$ cat src/inc/sfwp_pkg.sv
// Constants and types for the serial flash write-protect control block
package sfwp_pkg;
	localparam longint unsigned CLK_MHZ = 100;
	localparam longint unsigned PROGRAM_CYCLE_TIME_US = 5000;
	localparam longint unsigned SMALL_BLOCK_CLEAR_TIME_US = 300000;
	localparam longint unsigned BLOCK_CLEAR_TIME_US = 3000000;
	localparam longint unsigned FULL_CLEAR_TIME_US = 20000000;
	localparam longint unsigned STATUS_WRITE_TIME_US = 15000;
	localparam longint unsigned POWERUP_WRITE_INHIBIT_TIME_US = 10000;
	localparam logic [31:0] PROGRAM_CYCLES = 32'(PROGRAM_CYCLE_TIME_US * CLK_MHZ);
	localparam logic [31:0] SMALL_CLEAR_CYCLES = 32'(SMALL_BLOCK_CLEAR_TIME_US * CLK_MHZ);
	localparam logic [31:0] BLOCK_CLEAR_CYCLES = 32'(BLOCK_CLEAR_TIME_US * CLK_MHZ);
	localparam logic [31:0] FULL_CLEAR_CYCLES = 32'(FULL_CLEAR_TIME_US * CLK_MHZ);
	localparam logic [31:0] STATUS_WRITE_CYCLES = 32'(STATUS_WRITE_TIME_US * CLK_MHZ);
	localparam logic [31:0] POWERUP_CYCLES = 32'(POWERUP_WRITE_INHIBIT_TIME_US * CLK_MHZ);

	localparam logic [7:0] CMD_ARM_WRITE = 8'h06;
	localparam logic [7:0] CMD_DISARM_WRITE = 8'h04;
	localparam logic [7:0] CMD_READ_STATUS = 8'h05;
	localparam logic [7:0] CMD_WRITE_STATUS = 8'h01;
	localparam logic [7:0] CMD_PAGE_PROG = 8'h02;
	localparam logic [7:0] CMD_DUAL_PROG = 8'ha2;
	localparam logic [7:0] CMD_OTP_PROG = 8'h42;
	localparam logic [7:0] CMD_SMALL_CLEAR = 8'h20;
	localparam logic [7:0] CMD_BLOCK_CLEAR = 8'hd8;
	localparam logic [7:0] CMD_FULL_CLEAR = 8'hc7;
	localparam logic [7:0] CMD_SLEEP = 8'hb9;
	localparam logic [7:0] CMD_WAKE = 8'hab;
	localparam logic [7:0] CMD_SECTOR_GUARD_READ = 8'he8;
	localparam logic [7:0] CMD_SECTOR_GUARD_WRITE = 8'he5;

	localparam logic [15:0] LEN_CMD = 16'h0008;
	localparam logic [15:0] LEN_STATUS = 16'h0010;
	localparam logic [15:0] LEN_ADDR = 16'h0020;
	localparam logic [15:0] LEN_GUARD = 16'h0028;
	localparam logic [15:0] LEN_PROG_MIN = 16'h0028;
	localparam logic [3:0] BYTE_BITS = 4'h8;
	localparam logic [9:0] HDR_BYTES = 10'h004;
	localparam logic [9:0] PAGE_BYTES = 10'h100;

	localparam int SR_SIZE_LO = 2;
	localparam int SR_SIZE_HI = 4;
	localparam int SR_TB = 5;
	localparam int SR_SWD = 7;
	localparam int LK_WRITE = 0;
	localparam int LK_DOWN = 1;
	localparam int SEC_LO = 16;
	localparam int SEC_HI = 19;
	localparam int PAGE_HI = 7;
	localparam int SECTOR_BITS = 4;
	localparam logic [2:0] BP_NONE = 3'h0;
	localparam logic [2:0] BP_ALL = 3'h5;

	typedef enum logic [1:0] {MODE_READY, MODE_BUSY, MODE_DEEP} sfwp_mode_type;
	typedef enum logic [2:0] {
		OPK_NONE, OPK_PROG, OPK_OTP, OPK_SMALL, OPK_BLOCK, OPK_FULL, OPK_STATUS
	} sfwp_op_type;
endpackage : sfwp_pkg

$ cat src/rtl/sfwp.sv
// Serial flash command acceptance, write protection and busy control
`timescale 1ns/10ps

module sfwp_fifo #(
	parameter int WIDTH = 8,
	parameter int DEPTH = 8
) (
	input wire logic clk_in, // Clock
	input wire logic rst_n_in, // Synchronous reset, active low
	input wire logic in_valid_in, // Write request
	input wire logic [WIDTH-1:0] in_data_in, // Write data
	output logic in_ready_out, // Space available
	output logic out_valid_out, // Data available
	output logic [WIDTH-1:0] out_data_out, // Read data
	input wire logic out_ready_in // Consumer takes the word
);
	localparam int AW = $clog2(DEPTH);
	logic [WIDTH-1:0] mem [DEPTH];
	logic [AW:0] wr_ptr;
	logic [AW:0] rd_ptr;
	wire push = in_valid_in & in_ready_out;
	wire pop = out_valid_out & out_ready_in;
	assign in_ready_out = (wr_ptr[AW-1:0] != rd_ptr[AW-1:0]) | (wr_ptr[AW] == rd_ptr[AW]);
	assign out_valid_out = wr_ptr != rd_ptr;
	assign out_data_out = mem[rd_ptr[AW-1:0]];
	always_ff @(posedge clk_in) begin
		if (!rst_n_in) begin
			wr_ptr <= '0;
			rd_ptr <= '0;
		end else begin
			if (push) wr_ptr <= wr_ptr + 1'b1;
			if (pop) rd_ptr <= rd_ptr + 1'b1;
		end
	end
	always_ff @(posedge clk_in) begin
		if (push) mem[wr_ptr[AW-1:0]] <= in_data_in;
	end
endmodule : sfwp_fifo

module sfwp #(
	parameter logic [31:0] PROGRAM_CYCLES = sfwp_pkg::PROGRAM_CYCLES,
	parameter logic [31:0] SMALL_CLEAR_CYCLES = sfwp_pkg::SMALL_CLEAR_CYCLES,
	parameter logic [31:0] BLOCK_CLEAR_CYCLES = sfwp_pkg::BLOCK_CLEAR_CYCLES,
	parameter logic [31:0] FULL_CLEAR_CYCLES = sfwp_pkg::FULL_CLEAR_CYCLES,
	parameter logic [31:0] STATUS_WRITE_CYCLES = sfwp_pkg::STATUS_WRITE_CYCLES,
	parameter logic [31:0] POWERUP_CYCLES = sfwp_pkg::POWERUP_CYCLES,
	parameter int FIFO_DEPTH = 8
) (
	input wire logic CLK_IN, // System clock
	input wire logic RST_N_IN, // Synchronous reset, active low
	input wire logic SCK_IN, // Serial clock pin
	input wire logic CS_N_IN, // Chip select pin, active low
	input wire logic SERIAL_IN_LINE_IN, // Serial data in
	input wire logic SERIAL_OUT_LINE_IN, // Output line read back for dual program
	output logic SERIAL_OUT_LINE_OUT, // Serial data out
	output logic SERIAL_OUT_LINE_OE_OUT, // Output enable of serial data out
	input wire logic WP_N_IN, // Write protect pin, active low
	input wire logic VCC_OK_IN, // Supply within operating range
	output logic OP_START_OUT, // Accepted operation pulse
	output logic OP_REJECT_OUT, // Refused modifying command pulse
	output sfwp_pkg::sfwp_op_type OP_KIND_OUT, // Kind of accepted operation
	output logic [23:0] OP_ADDR_OUT, // Address of accepted operation
	output logic [8:0] OP_COUNT_OUT, // Data bytes of accepted program
	output logic [7:0] PROG_DATA_OUT, // Program data byte
	output logic PROG_VALID_OUT, // Program data valid
	input wire logic PROG_READY_IN, // Program data taken
	output logic [7:0] STATUS_OUT, // Status register
	output logic DEEP_OUT, // Deep power-down active
	output logic STANDBY_OUT // Standby power mode
);
	localparam int SECTORS = 1 << sfwp_pkg::SECTOR_BITS;

	logic [2:0] sck_s;
	logic [2:0] cs_s;
	logic [1:0] si_s;
	logic [1:0] so_s;
	logic [1:0] wp_s;
	logic [1:0] vcc_s;
	logic [15:0] clk_cnt;
	logic [7:0] rx;
	logic [3:0] rx_n;
	logic [9:0] byte_n;
	logic [8:0] data_n;
	logic [7:0] cmd;
	logic [7:0] arg;
	logic [23:0] addr;
	logic overrun;
	sfwp_pkg::sfwp_mode_type mode;
	logic [31:0] busy_cnt;
	logic [31:0] pu_cnt;
	logic write_enable_latch_flag;
	logic status_write_disable_bit;
	logic top_bottom_bit;
	logic [2:0] protect_size;
	logic [SECTORS-1:0] lock_wr;
	logic [SECTORS-1:0] lock_dn;
	logic so_oe;
	logic fifo_ready;
	sfwp_pkg::sfwp_op_type go_kind;
	logic go_ok;
	logic [31:0] go_cycles;

	// Pins cross into the system clock through two flops
	always_ff @(posedge CLK_IN) begin
		if (!RST_N_IN) begin
			sck_s <= 3'h0;
			cs_s <= 3'h7;
			si_s <= 2'h0;
			so_s <= 2'h0;
			wp_s <= 2'h0;
			vcc_s <= 2'h0;
		end else begin
			sck_s <= {sck_s[1:0], SCK_IN};
			cs_s <= {cs_s[1:0], CS_N_IN};
			si_s <= {si_s[0], SERIAL_IN_LINE_IN};
			so_s <= {so_s[0], SERIAL_OUT_LINE_IN};
			wp_s <= {wp_s[0], WP_N_IN};
			vcc_s <= {vcc_s[0], VCC_OK_IN};
		end
	end

	// Only edges matter, so either idle level of the serial clock works
	wire sel = ~cs_s[1];
	wire sck_rise = sck_s[1] & ~sck_s[2];
	wire sck_fall = ~sck_s[1] & sck_s[2];
	wire cs_fall = ~cs_s[1] & cs_s[2];
	wire cs_rise = cs_s[1] & ~cs_s[2];

	wire dual = (cmd == sfwp_pkg::CMD_DUAL_PROG) & (byte_n >= sfwp_pkg::HDR_BYTES);
	wire [3:0] next_rx_n = rx_n + (dual ? 4'h2 : 4'h1);
	wire [7:0] next_rx = dual ? {rx[5:0], so_s[1], si_s[1]} : {rx[6:0], si_s[1]};
	wire byte_done = sck_rise & sel & (next_rx_n == sfwp_pkg::BYTE_BITS);
	wire prog_cmd = (cmd == sfwp_pkg::CMD_PAGE_PROG) | (cmd == sfwp_pkg::CMD_DUAL_PROG)
		| (cmd == sfwp_pkg::CMD_OTP_PROG);
	wire data_byte = byte_done & prog_cmd & (byte_n >= sfwp_pkg::HDR_BYTES);
	wire [9:0] page_end = {2'h0, addr[sfwp_pkg::PAGE_HI:0]} + {1'b0, data_n};
	wire room = page_end < sfwp_pkg::PAGE_BYTES;
	wire push = data_byte & room & fifo_ready & (mode == sfwp_pkg::MODE_READY);

	// Serial receive on rising serial clock edges
	always_ff @(posedge CLK_IN) begin
		if (!RST_N_IN || cs_fall) begin
			clk_cnt <= 16'h0;
			rx_n <= 4'h0;
			byte_n <= 10'h0;
			data_n <= 9'h0;
			overrun <= 1'b0;
			cmd <= 8'h0;
		end else if (sck_rise & sel) begin
			if (clk_cnt != 16'hffff) clk_cnt <= clk_cnt + 16'h1;
			rx_n <= byte_done ? 4'h0 : next_rx_n;
			if (byte_done & (byte_n != 10'h3ff)) byte_n <= byte_n + 10'h1;
			if (byte_done & (byte_n == 10'h0)) cmd <= next_rx;
			if (push) data_n <= data_n + 9'h1;
			// Bytes beyond the page or a full buffer spoil the sequence
			if (data_byte & ~push) overrun <= 1'b1;
		end
	end

	always_ff @(posedge CLK_IN) begin
		if (!RST_N_IN) begin
			rx <= 8'h0;
			arg <= 8'h0;
			addr <= 24'h0;
		end else if (sck_rise & sel) begin
			rx <= next_rx;
			if (byte_done) arg <= next_rx;
			if (byte_done & (byte_n != 10'h0) & (byte_n < sfwp_pkg::HDR_BYTES)) begin
				addr <= {addr[15:0], next_rx};
			end
		end
	end

	// Protection of the addressed sector
	wire [sfwp_pkg::SECTOR_BITS-1:0] sec = addr[sfwp_pkg::SEC_HI:sfwp_pkg::SEC_LO];
	wire [3:0] size_mask = 4'(4'hf << (protect_size - 3'h1));
	wire size_hit = top_bottom_bit ? ((sec & size_mask) == 4'h0)
		: ((sec & size_mask) == size_mask);
	wire size_prot = (protect_size >= sfwp_pkg::BP_ALL)
		| ((protect_size != sfwp_pkg::BP_NONE) & size_hit);
	wire prot = size_prot | lock_wr[sec];

	wire whole = clk_cnt[2:0] == 3'h0;
	wire inhibit = (pu_cnt != 32'h0) | ~vcc_s[1];
	wire ready = mode == sfwp_pkg::MODE_READY;
	wire mod_ok = whole & write_enable_latch_flag & ready & ~inhibit;
	wire len8 = cs_rise & (clk_cnt == sfwp_pkg::LEN_CMD);
	wire guard_go = cs_rise & (cmd == sfwp_pkg::CMD_SECTOR_GUARD_WRITE)
		& (clk_cnt == sfwp_pkg::LEN_GUARD) & write_enable_latch_flag & ready & ~inhibit;

	always_comb begin
		go_kind = sfwp_pkg::OPK_NONE;
		go_ok = 1'b0;
		unique case (cmd)
			sfwp_pkg::CMD_PAGE_PROG, sfwp_pkg::CMD_DUAL_PROG: begin
				go_kind = sfwp_pkg::OPK_PROG;
				go_ok = (clk_cnt >= sfwp_pkg::LEN_PROG_MIN) & ~overrun & ~prot
					& (data_n != 9'h0);
			end
			sfwp_pkg::CMD_OTP_PROG: begin
				go_kind = sfwp_pkg::OPK_OTP;
				go_ok = (clk_cnt >= sfwp_pkg::LEN_PROG_MIN) & ~overrun & (data_n != 9'h0);
			end
			sfwp_pkg::CMD_SMALL_CLEAR: begin
				go_kind = sfwp_pkg::OPK_SMALL;
				go_ok = (clk_cnt == sfwp_pkg::LEN_ADDR) & ~prot;
			end
			sfwp_pkg::CMD_BLOCK_CLEAR: begin
				go_kind = sfwp_pkg::OPK_BLOCK;
				go_ok = (clk_cnt == sfwp_pkg::LEN_ADDR) & ~prot;
			end
			sfwp_pkg::CMD_FULL_CLEAR: begin
				go_kind = sfwp_pkg::OPK_FULL;
				go_ok = (clk_cnt == sfwp_pkg::LEN_CMD) & (protect_size == sfwp_pkg::BP_NONE)
					& (lock_wr == '0);
			end
			sfwp_pkg::CMD_WRITE_STATUS: begin
				go_kind = sfwp_pkg::OPK_STATUS;
				go_ok = (clk_cnt == sfwp_pkg::LEN_STATUS) & wp_s[1];
			end
			default: begin
			end
		endcase
	end

	wire go = cs_rise & mod_ok & go_ok;
	wire refuse = cs_rise & (go_kind != sfwp_pkg::OPK_NONE) & ~go;

	// Each erase kind and the status write run for their own time
	always_comb begin
		unique case (go_kind)
			sfwp_pkg::OPK_SMALL: go_cycles = SMALL_CLEAR_CYCLES;
			sfwp_pkg::OPK_BLOCK: go_cycles = BLOCK_CLEAR_CYCLES;
			sfwp_pkg::OPK_FULL: go_cycles = FULL_CLEAR_CYCLES;
			sfwp_pkg::OPK_STATUS: go_cycles = STATUS_WRITE_CYCLES;
			default: go_cycles = PROGRAM_CYCLES;
		endcase
	end

	always_ff @(posedge CLK_IN) begin
		if (!RST_N_IN) begin
			mode <= sfwp_pkg::MODE_READY;
			busy_cnt <= 32'h0;
		end else begin
			unique case (mode)
				sfwp_pkg::MODE_READY: begin
					if (go) begin
						mode <= sfwp_pkg::MODE_BUSY;
						busy_cnt <= go_cycles;
					end else if (len8 & (cmd == sfwp_pkg::CMD_SLEEP)) begin
						mode <= sfwp_pkg::MODE_DEEP;
					end
				end
				sfwp_pkg::MODE_BUSY: begin
					busy_cnt <= busy_cnt - 32'h1;
					if (busy_cnt <= 32'h1) mode <= sfwp_pkg::MODE_READY;
				end
				sfwp_pkg::MODE_DEEP: begin
					if (len8 & (cmd == sfwp_pkg::CMD_WAKE)) mode <= sfwp_pkg::MODE_READY;
				end
			endcase
		end
	end

	// Power-up timer restarts whenever the supply drops out
	always_ff @(posedge CLK_IN) begin
		if (!RST_N_IN) pu_cnt <= POWERUP_CYCLES;
		else if (~vcc_s[1]) pu_cnt <= POWERUP_CYCLES;
		else if (pu_cnt != 32'h0) pu_cnt <= pu_cnt - 32'h1;
	end

	always_ff @(posedge CLK_IN) begin
		if (!RST_N_IN) begin
			write_enable_latch_flag <= 1'b0;
			status_write_disable_bit <= 1'b0;
			top_bottom_bit <= 1'b0;
			protect_size <= sfwp_pkg::BP_NONE;
		end else begin
			if (go | guard_go | (len8 & (cmd == sfwp_pkg::CMD_DISARM_WRITE))) begin
				write_enable_latch_flag <= 1'b0;
			end else if (len8 & (cmd == sfwp_pkg::CMD_ARM_WRITE) & ready) begin
				write_enable_latch_flag <= 1'b1;
			end
			if (go & (go_kind == sfwp_pkg::OPK_STATUS)) begin
				status_write_disable_bit <= arg[sfwp_pkg::SR_SWD];
				top_bottom_bit <= arg[sfwp_pkg::SR_TB];
				protect_size <= arg[sfwp_pkg::SR_SIZE_HI:sfwp_pkg::SR_SIZE_LO];
			end
		end
	end

	for (genvar i = 0; i < SECTORS; i++) begin : g_guard
		always_ff @(posedge CLK_IN) begin
			if (!RST_N_IN) begin
				lock_wr[i] <= 1'b0;
				lock_dn[i] <= 1'b0;
			end else if (guard_go & (sec == (sfwp_pkg::SECTOR_BITS)'(i)) & ~lock_dn[i]) begin
				lock_wr[i] <= arg[sfwp_pkg::LK_WRITE];
				lock_dn[i] <= arg[sfwp_pkg::LK_DOWN];
			end
		end
	end

	always_ff @(posedge CLK_IN) begin
		if (!RST_N_IN) begin
			OP_START_OUT <= 1'b0;
			OP_REJECT_OUT <= 1'b0;
			OP_KIND_OUT <= sfwp_pkg::OPK_NONE;
			OP_ADDR_OUT <= 24'h0;
			OP_COUNT_OUT <= 9'h0;
		end else begin
			OP_START_OUT <= go;
			OP_REJECT_OUT <= refuse;
			if (go) begin
				OP_KIND_OUT <= go_kind;
				OP_ADDR_OUT <= addr;
				OP_COUNT_OUT <= data_n;
			end
		end
	end

	// Serial transmit from falling serial clock edges
	wire rd_status = (cmd == sfwp_pkg::CMD_READ_STATUS) & (clk_cnt >= sfwp_pkg::LEN_CMD);
	wire rd_guard = (cmd == sfwp_pkg::CMD_SECTOR_GUARD_READ) & (clk_cnt >= sfwp_pkg::LEN_ADDR);
	wire out_active = sel & (mode != sfwp_pkg::MODE_DEEP) & (rd_status | rd_guard);
	wire [7:0] out_byte = rd_guard ? {6'h0, lock_dn[sec], lock_wr[sec]} : STATUS_OUT;

	always_ff @(posedge CLK_IN) begin
		if (!RST_N_IN) begin
			SERIAL_OUT_LINE_OUT <= 1'b0;
			so_oe <= 1'b0;
		end else begin
			so_oe <= out_active;
			if (sck_fall & out_active) SERIAL_OUT_LINE_OUT <= out_byte[~clk_cnt[2:0]];
		end
	end

	assign SERIAL_OUT_LINE_OE_OUT = so_oe & sel;
	assign STATUS_OUT = {status_write_disable_bit, 1'b0, top_bottom_bit, protect_size,
		write_enable_latch_flag, mode == sfwp_pkg::MODE_BUSY};
	assign DEEP_OUT = mode == sfwp_pkg::MODE_DEEP;
	assign STANDBY_OUT = cs_s[1] & ready;

	sfwp_fifo #(.WIDTH(8), .DEPTH(FIFO_DEPTH)) u_fifo (
		.clk_in(CLK_IN),
		.rst_n_in(RST_N_IN),
		.in_valid_in(push),
		.in_data_in(next_rx),
		.in_ready_out(fifo_ready),
		.out_valid_out(PROG_VALID_OUT),
		.out_data_out(PROG_DATA_OUT),
		.out_ready_in(PROG_READY_IN)
	);
endmodule : sfwp

$ cat config.mk
export PLATFORM = sky130hd
export DESIGN_NAME = sfwp
export DESIGN_NICKNAME = d
export VERILOG_FILES = /design/src/inc/sfwp_pkg.sv /design/src/rtl/sfwp.sv
export SDC_FILE = /design/constraint.sdc
export NUM_CORES = 1
export LEC_CHECK = 0
export ABC_AREA = 1
export BUFFER_PORTS_ARGS = -buffer_cell sky130_fd_sc_hd__buf_2
export CORE_MARGIN = 4
export CORE_UTILIZATION = 56
export DETAILED_ROUTE_END_ITERATION = 12
export PLACE_DENSITY = 0.76
export SLEW_MARGIN = 20
export SYNTH_ARGS = -nofsm -noshare
export SYNTH_HDL_FRONTEND = slang
export SYNTH_SLANG_ARGS = --single-unit
export TNS_END_PERCENT = 20
$ cat constraint.sdc
create_clock -name CLK_IN -period 3.4 [get_ports CLK_IN]
set_input_delay 0.34 -clock CLK_IN [delete_from_list [all_inputs] [get_ports CLK_IN]]
set_output_delay 0.34 -clock CLK_IN [all_outputs]
set_load 0.02 [all_outputs]
==> impl_metrics.csv <==
group,metric,value,unit
routing,dr.pass1.iters,5,
grt,grt_use_total,24.45,%
clock_tree,cts-root-buf,"clkbuf_16",
die,start_util,56.78,%
sta,max_slew_margin,36.81,%
place,port_buffers,66,
yosys,synth_top_cell_area_share,33.36,%
yosys,yosysTopAreaCell,"dfxtp_1",
clock_tree,cts.sinks,319,
yosys,syn_area,0.01530,sq mm
sta,tightest_slew,0.9379,ns
clock_tree,clk-insertion-delay-late,0.52,ns
grt,grt-ovfl-total,0,
routing,viasPerCell,5.527,
place,place_congestion,0.9412,
clock_tree,path_clk_slew,0.06,ns
grt,first_global_vias,12890,
worst_setup_path,crit_required,3.76,ns
layout,antenna_cells,0,
yosys,synth_area_leaders,"dfxtp_1, edfxtp_1, nand2_1",
worst_setup_path,arrival,3.44,ns
worst_setup_path,start_kind,"flop",
grt,grt_pass1_wl,62780,microns
outcome,status,"complete, no violations",
die,row_count,60,
sta,slew_violations,0,
yosys,yosysWarnings,0,
worst_setup_path,path_max_fanout,38,
clock_tree,cts_buffers,36,
layout,fillCellCount,2383,
die,die_x,173.3,microns
routing,vias,13590,
layout,fin_area,0.01701,sq mm
sta,clock_skew,0.01833,ns
yosys,synth_cells,2037,
clock_tree,htreeDepth,2,
layout,regArea,0.007027,sq mm
power,peakVddDrop,0.5479,mV
sta,fmax,325.0,MHz
yosys,synth-async-reset-ratio,0,%
worst_setup_path,critPathCaptureType,"flop",
yosys,avgSynthCellArea,7.512,sq um
yosys,synth_cell_types,54,
place,dp_hpwl,25900,microns
place,placed_area,0.01587,sq mm
routing,totalWireLength,37500,microns
routing,ant_nets,0,
routing,wl_per_cell,15.26,microns
sta,setup_tns,0,ns
die,dieHeight,173.3,microns
yosys,synth.net_count,2073,
sta,rsz0062_at_grt,"false",
yosys,ys.flop_type,"dfxtp_1",
die,dieArea,0.03003,sq mm
yosys,ys_ff_latch,319,
die,placeableCoreArea,0.02695,sq mm
sta,hold_ws,0.01987,ns
power,total_power,7.813,mW
layout,drive_gt1_share,9.872,%
sta,hold_violations,0,
routing,drcViolationCount,0,
grt,antenna_found_initial,0,
yosys,synth_edf_count,64,
power,leakagePower,7.250,nW
layout,fin_nets,2128,
routing,drtIter0Drc,1275,
clock_tree,cts_tree,"built",
grt,grt_max_degree,81,
run,max_cap_violations,0,
min_path,hold_class,"in -> reg",
layout,area.growth.synth_to_final,11.16,%
sta,post-route-period-util,90.50,%
die,ios,68,
sta,fin_crit,3.077,ns
clock_tree,clockBufferDepth,3,
yosys,ys_seq_area_share,45.92,%
worst_setup_path,worstSetupPathType,"reg -> reg",
sta,setup_viol,0,
layout,fin_util,63.12,%
layout,multi_input_area,0.006882,sq mm
power,power-per-cell-area,459.3,mW/mm^2
kinds of logic (layout without fill, tap and decap cells):
group                    after synthesis  after routing  share of synthesized area (%)
buffers and inverters                340            420                          9.109
adder cells (fa/ha/maj)               27             27                          2.208
XOR/XNOR                              38             38                          2.175
other                                  1              1                        0.02451
AO/OA/AOI/OAI                        435            435                          15.55
AND/OR/NAND/NOR                      877            877                          25.01
flip-flops                           319            319                          45.92
power breakdown:
group	switching (mW)	total, mW	leakage [nW]	internal (mW)
clock network	1.50	3.65	0.541	2.15
logic	0.196	0.278	3.99	0.0817
registers	0.0201	3.88	2.72	3.86
total	1.72	7.81	7.25	6.10
synth_stat cells (5+ instances only):
cell and number:
nor3_1 45, xnor2_1 12, buf_4 9, ha_1 27, nand4_1 42, edfxtp_1 64, inv_1 245, o211ai_1 5
nand2_1 323, nor4_1 19, nor2_1 300, a21oi_1 187, o21ai_0 172, or2_2 6, a31oi_1 12, a211oi_2 8
o22ai_1 8, nand2_2 6, a211oi_1 12, a22oi_1 5, dfxtp_1 255, o21ai_1 8, inv_2 13, buf_6 9
nor3b_1 6, nor2_2 15, xor2_1 26, clkbuf_1 49, buf_2 13, nand3_1 94
worst max-delay path, cell delays in order (launching register included):
cell and delay, ns:
dfxtp_1 0.59, inv_2 0.21, nand2_1 0.11, nand2_1 0.05
nand2_1 0.05, nand2_1 0.06, nand2_1 0.06, nand2_1 0.06
nor2_2 0.19, nand3_1 0.11, nand2_1 0.08, inv_1 0.04
nand2_1 0.10, nand2_4 0.10, nand2_4 0.25, nand2_2 0.49
o21ai_0 0.32, nor2_1 0.06
registers in the layout (all words and copies together) (netlist names), 10 cells and up, named ones only:
signal       flops
byte_n          10
pu_cnt          32
addr            24
lock_wr         16
u_fifo.mem      64
OP_ADDR_OUT     24
lock_dn         16
busy_cnt        32
clk_cnt         16
area by class of cell:
type / instances / share of cell area (%)
inverter: 259 / 5.715
timing repair buffer: 98 / 3.487
clock inverter: 10 / 0.5590
sequential: 319 / 41.31
tap: 341 / 2.508
clock buffer: 53 / 5.965
multi-input combinational: 1378 / 40.46
path summary, 6_finish.rpt:
kind	from	endpoint	slack, ns	cells past startpoint
setup / recovery	addr[16]$_SDFFE_PN0P_	busy_cnt[18]$_SDFFE_PN0P_	0.32	17
hold / removal	WP_N_IN	wp_s[0]$_SDFF_PN0_	0.02	3
setup reg to reg	addr[16]$_SDFFE_PN0P_	busy_cnt[18]$_SDFFE_PN0P_	0.32	17
hold reg to reg	cs_s[0]$_SDFF_PN1_	cs_s[1]$_SDFF_PN1_	0.41	1
routing by layer:
layer	vias up	global-route usage [%]	wire [microns]
met4	0	7.117	912
met5	-	0	0
met1	6267	33.56	16950
met3	74	3.032	2319
li1	6844	-	-
met2	401	40.84	17320
stage by stage:
step	cells	setup WS, ns
finish	2458	0.3229
global route	2458	0.04141
CTS	2458	0.3351
global placement	2392	0.5014
floorplan	2037	0.05076
detailed placement	2392	0.3712
placed cells by master, fill, tap and decap left out, drive strengths merged, types with 12 or more instances in the layout:
cell type / instances
nand2: 331
xnor2: 12
nand4: 42
ha: 27
dfxtp: 255
nor2: 317
clkbuf: 53
xor2: 26
nor4: 19
edfxtp: 64
a211oi: 20
inv: 260
o21ai: 180
a21oi: 189
nor3: 49
nand3: 98
a31oi: 12
buf: 95
what timing repair did:
action / CTS / global route
setup endpoints to repair: 0 / 0
buffers inserted: 0 / 0
hold buffers: 3 / 0
gates resized for setup: 0 / 0
endpoints found under the hold margin: 3 / 0
Power figures use the tool's default switching activity.
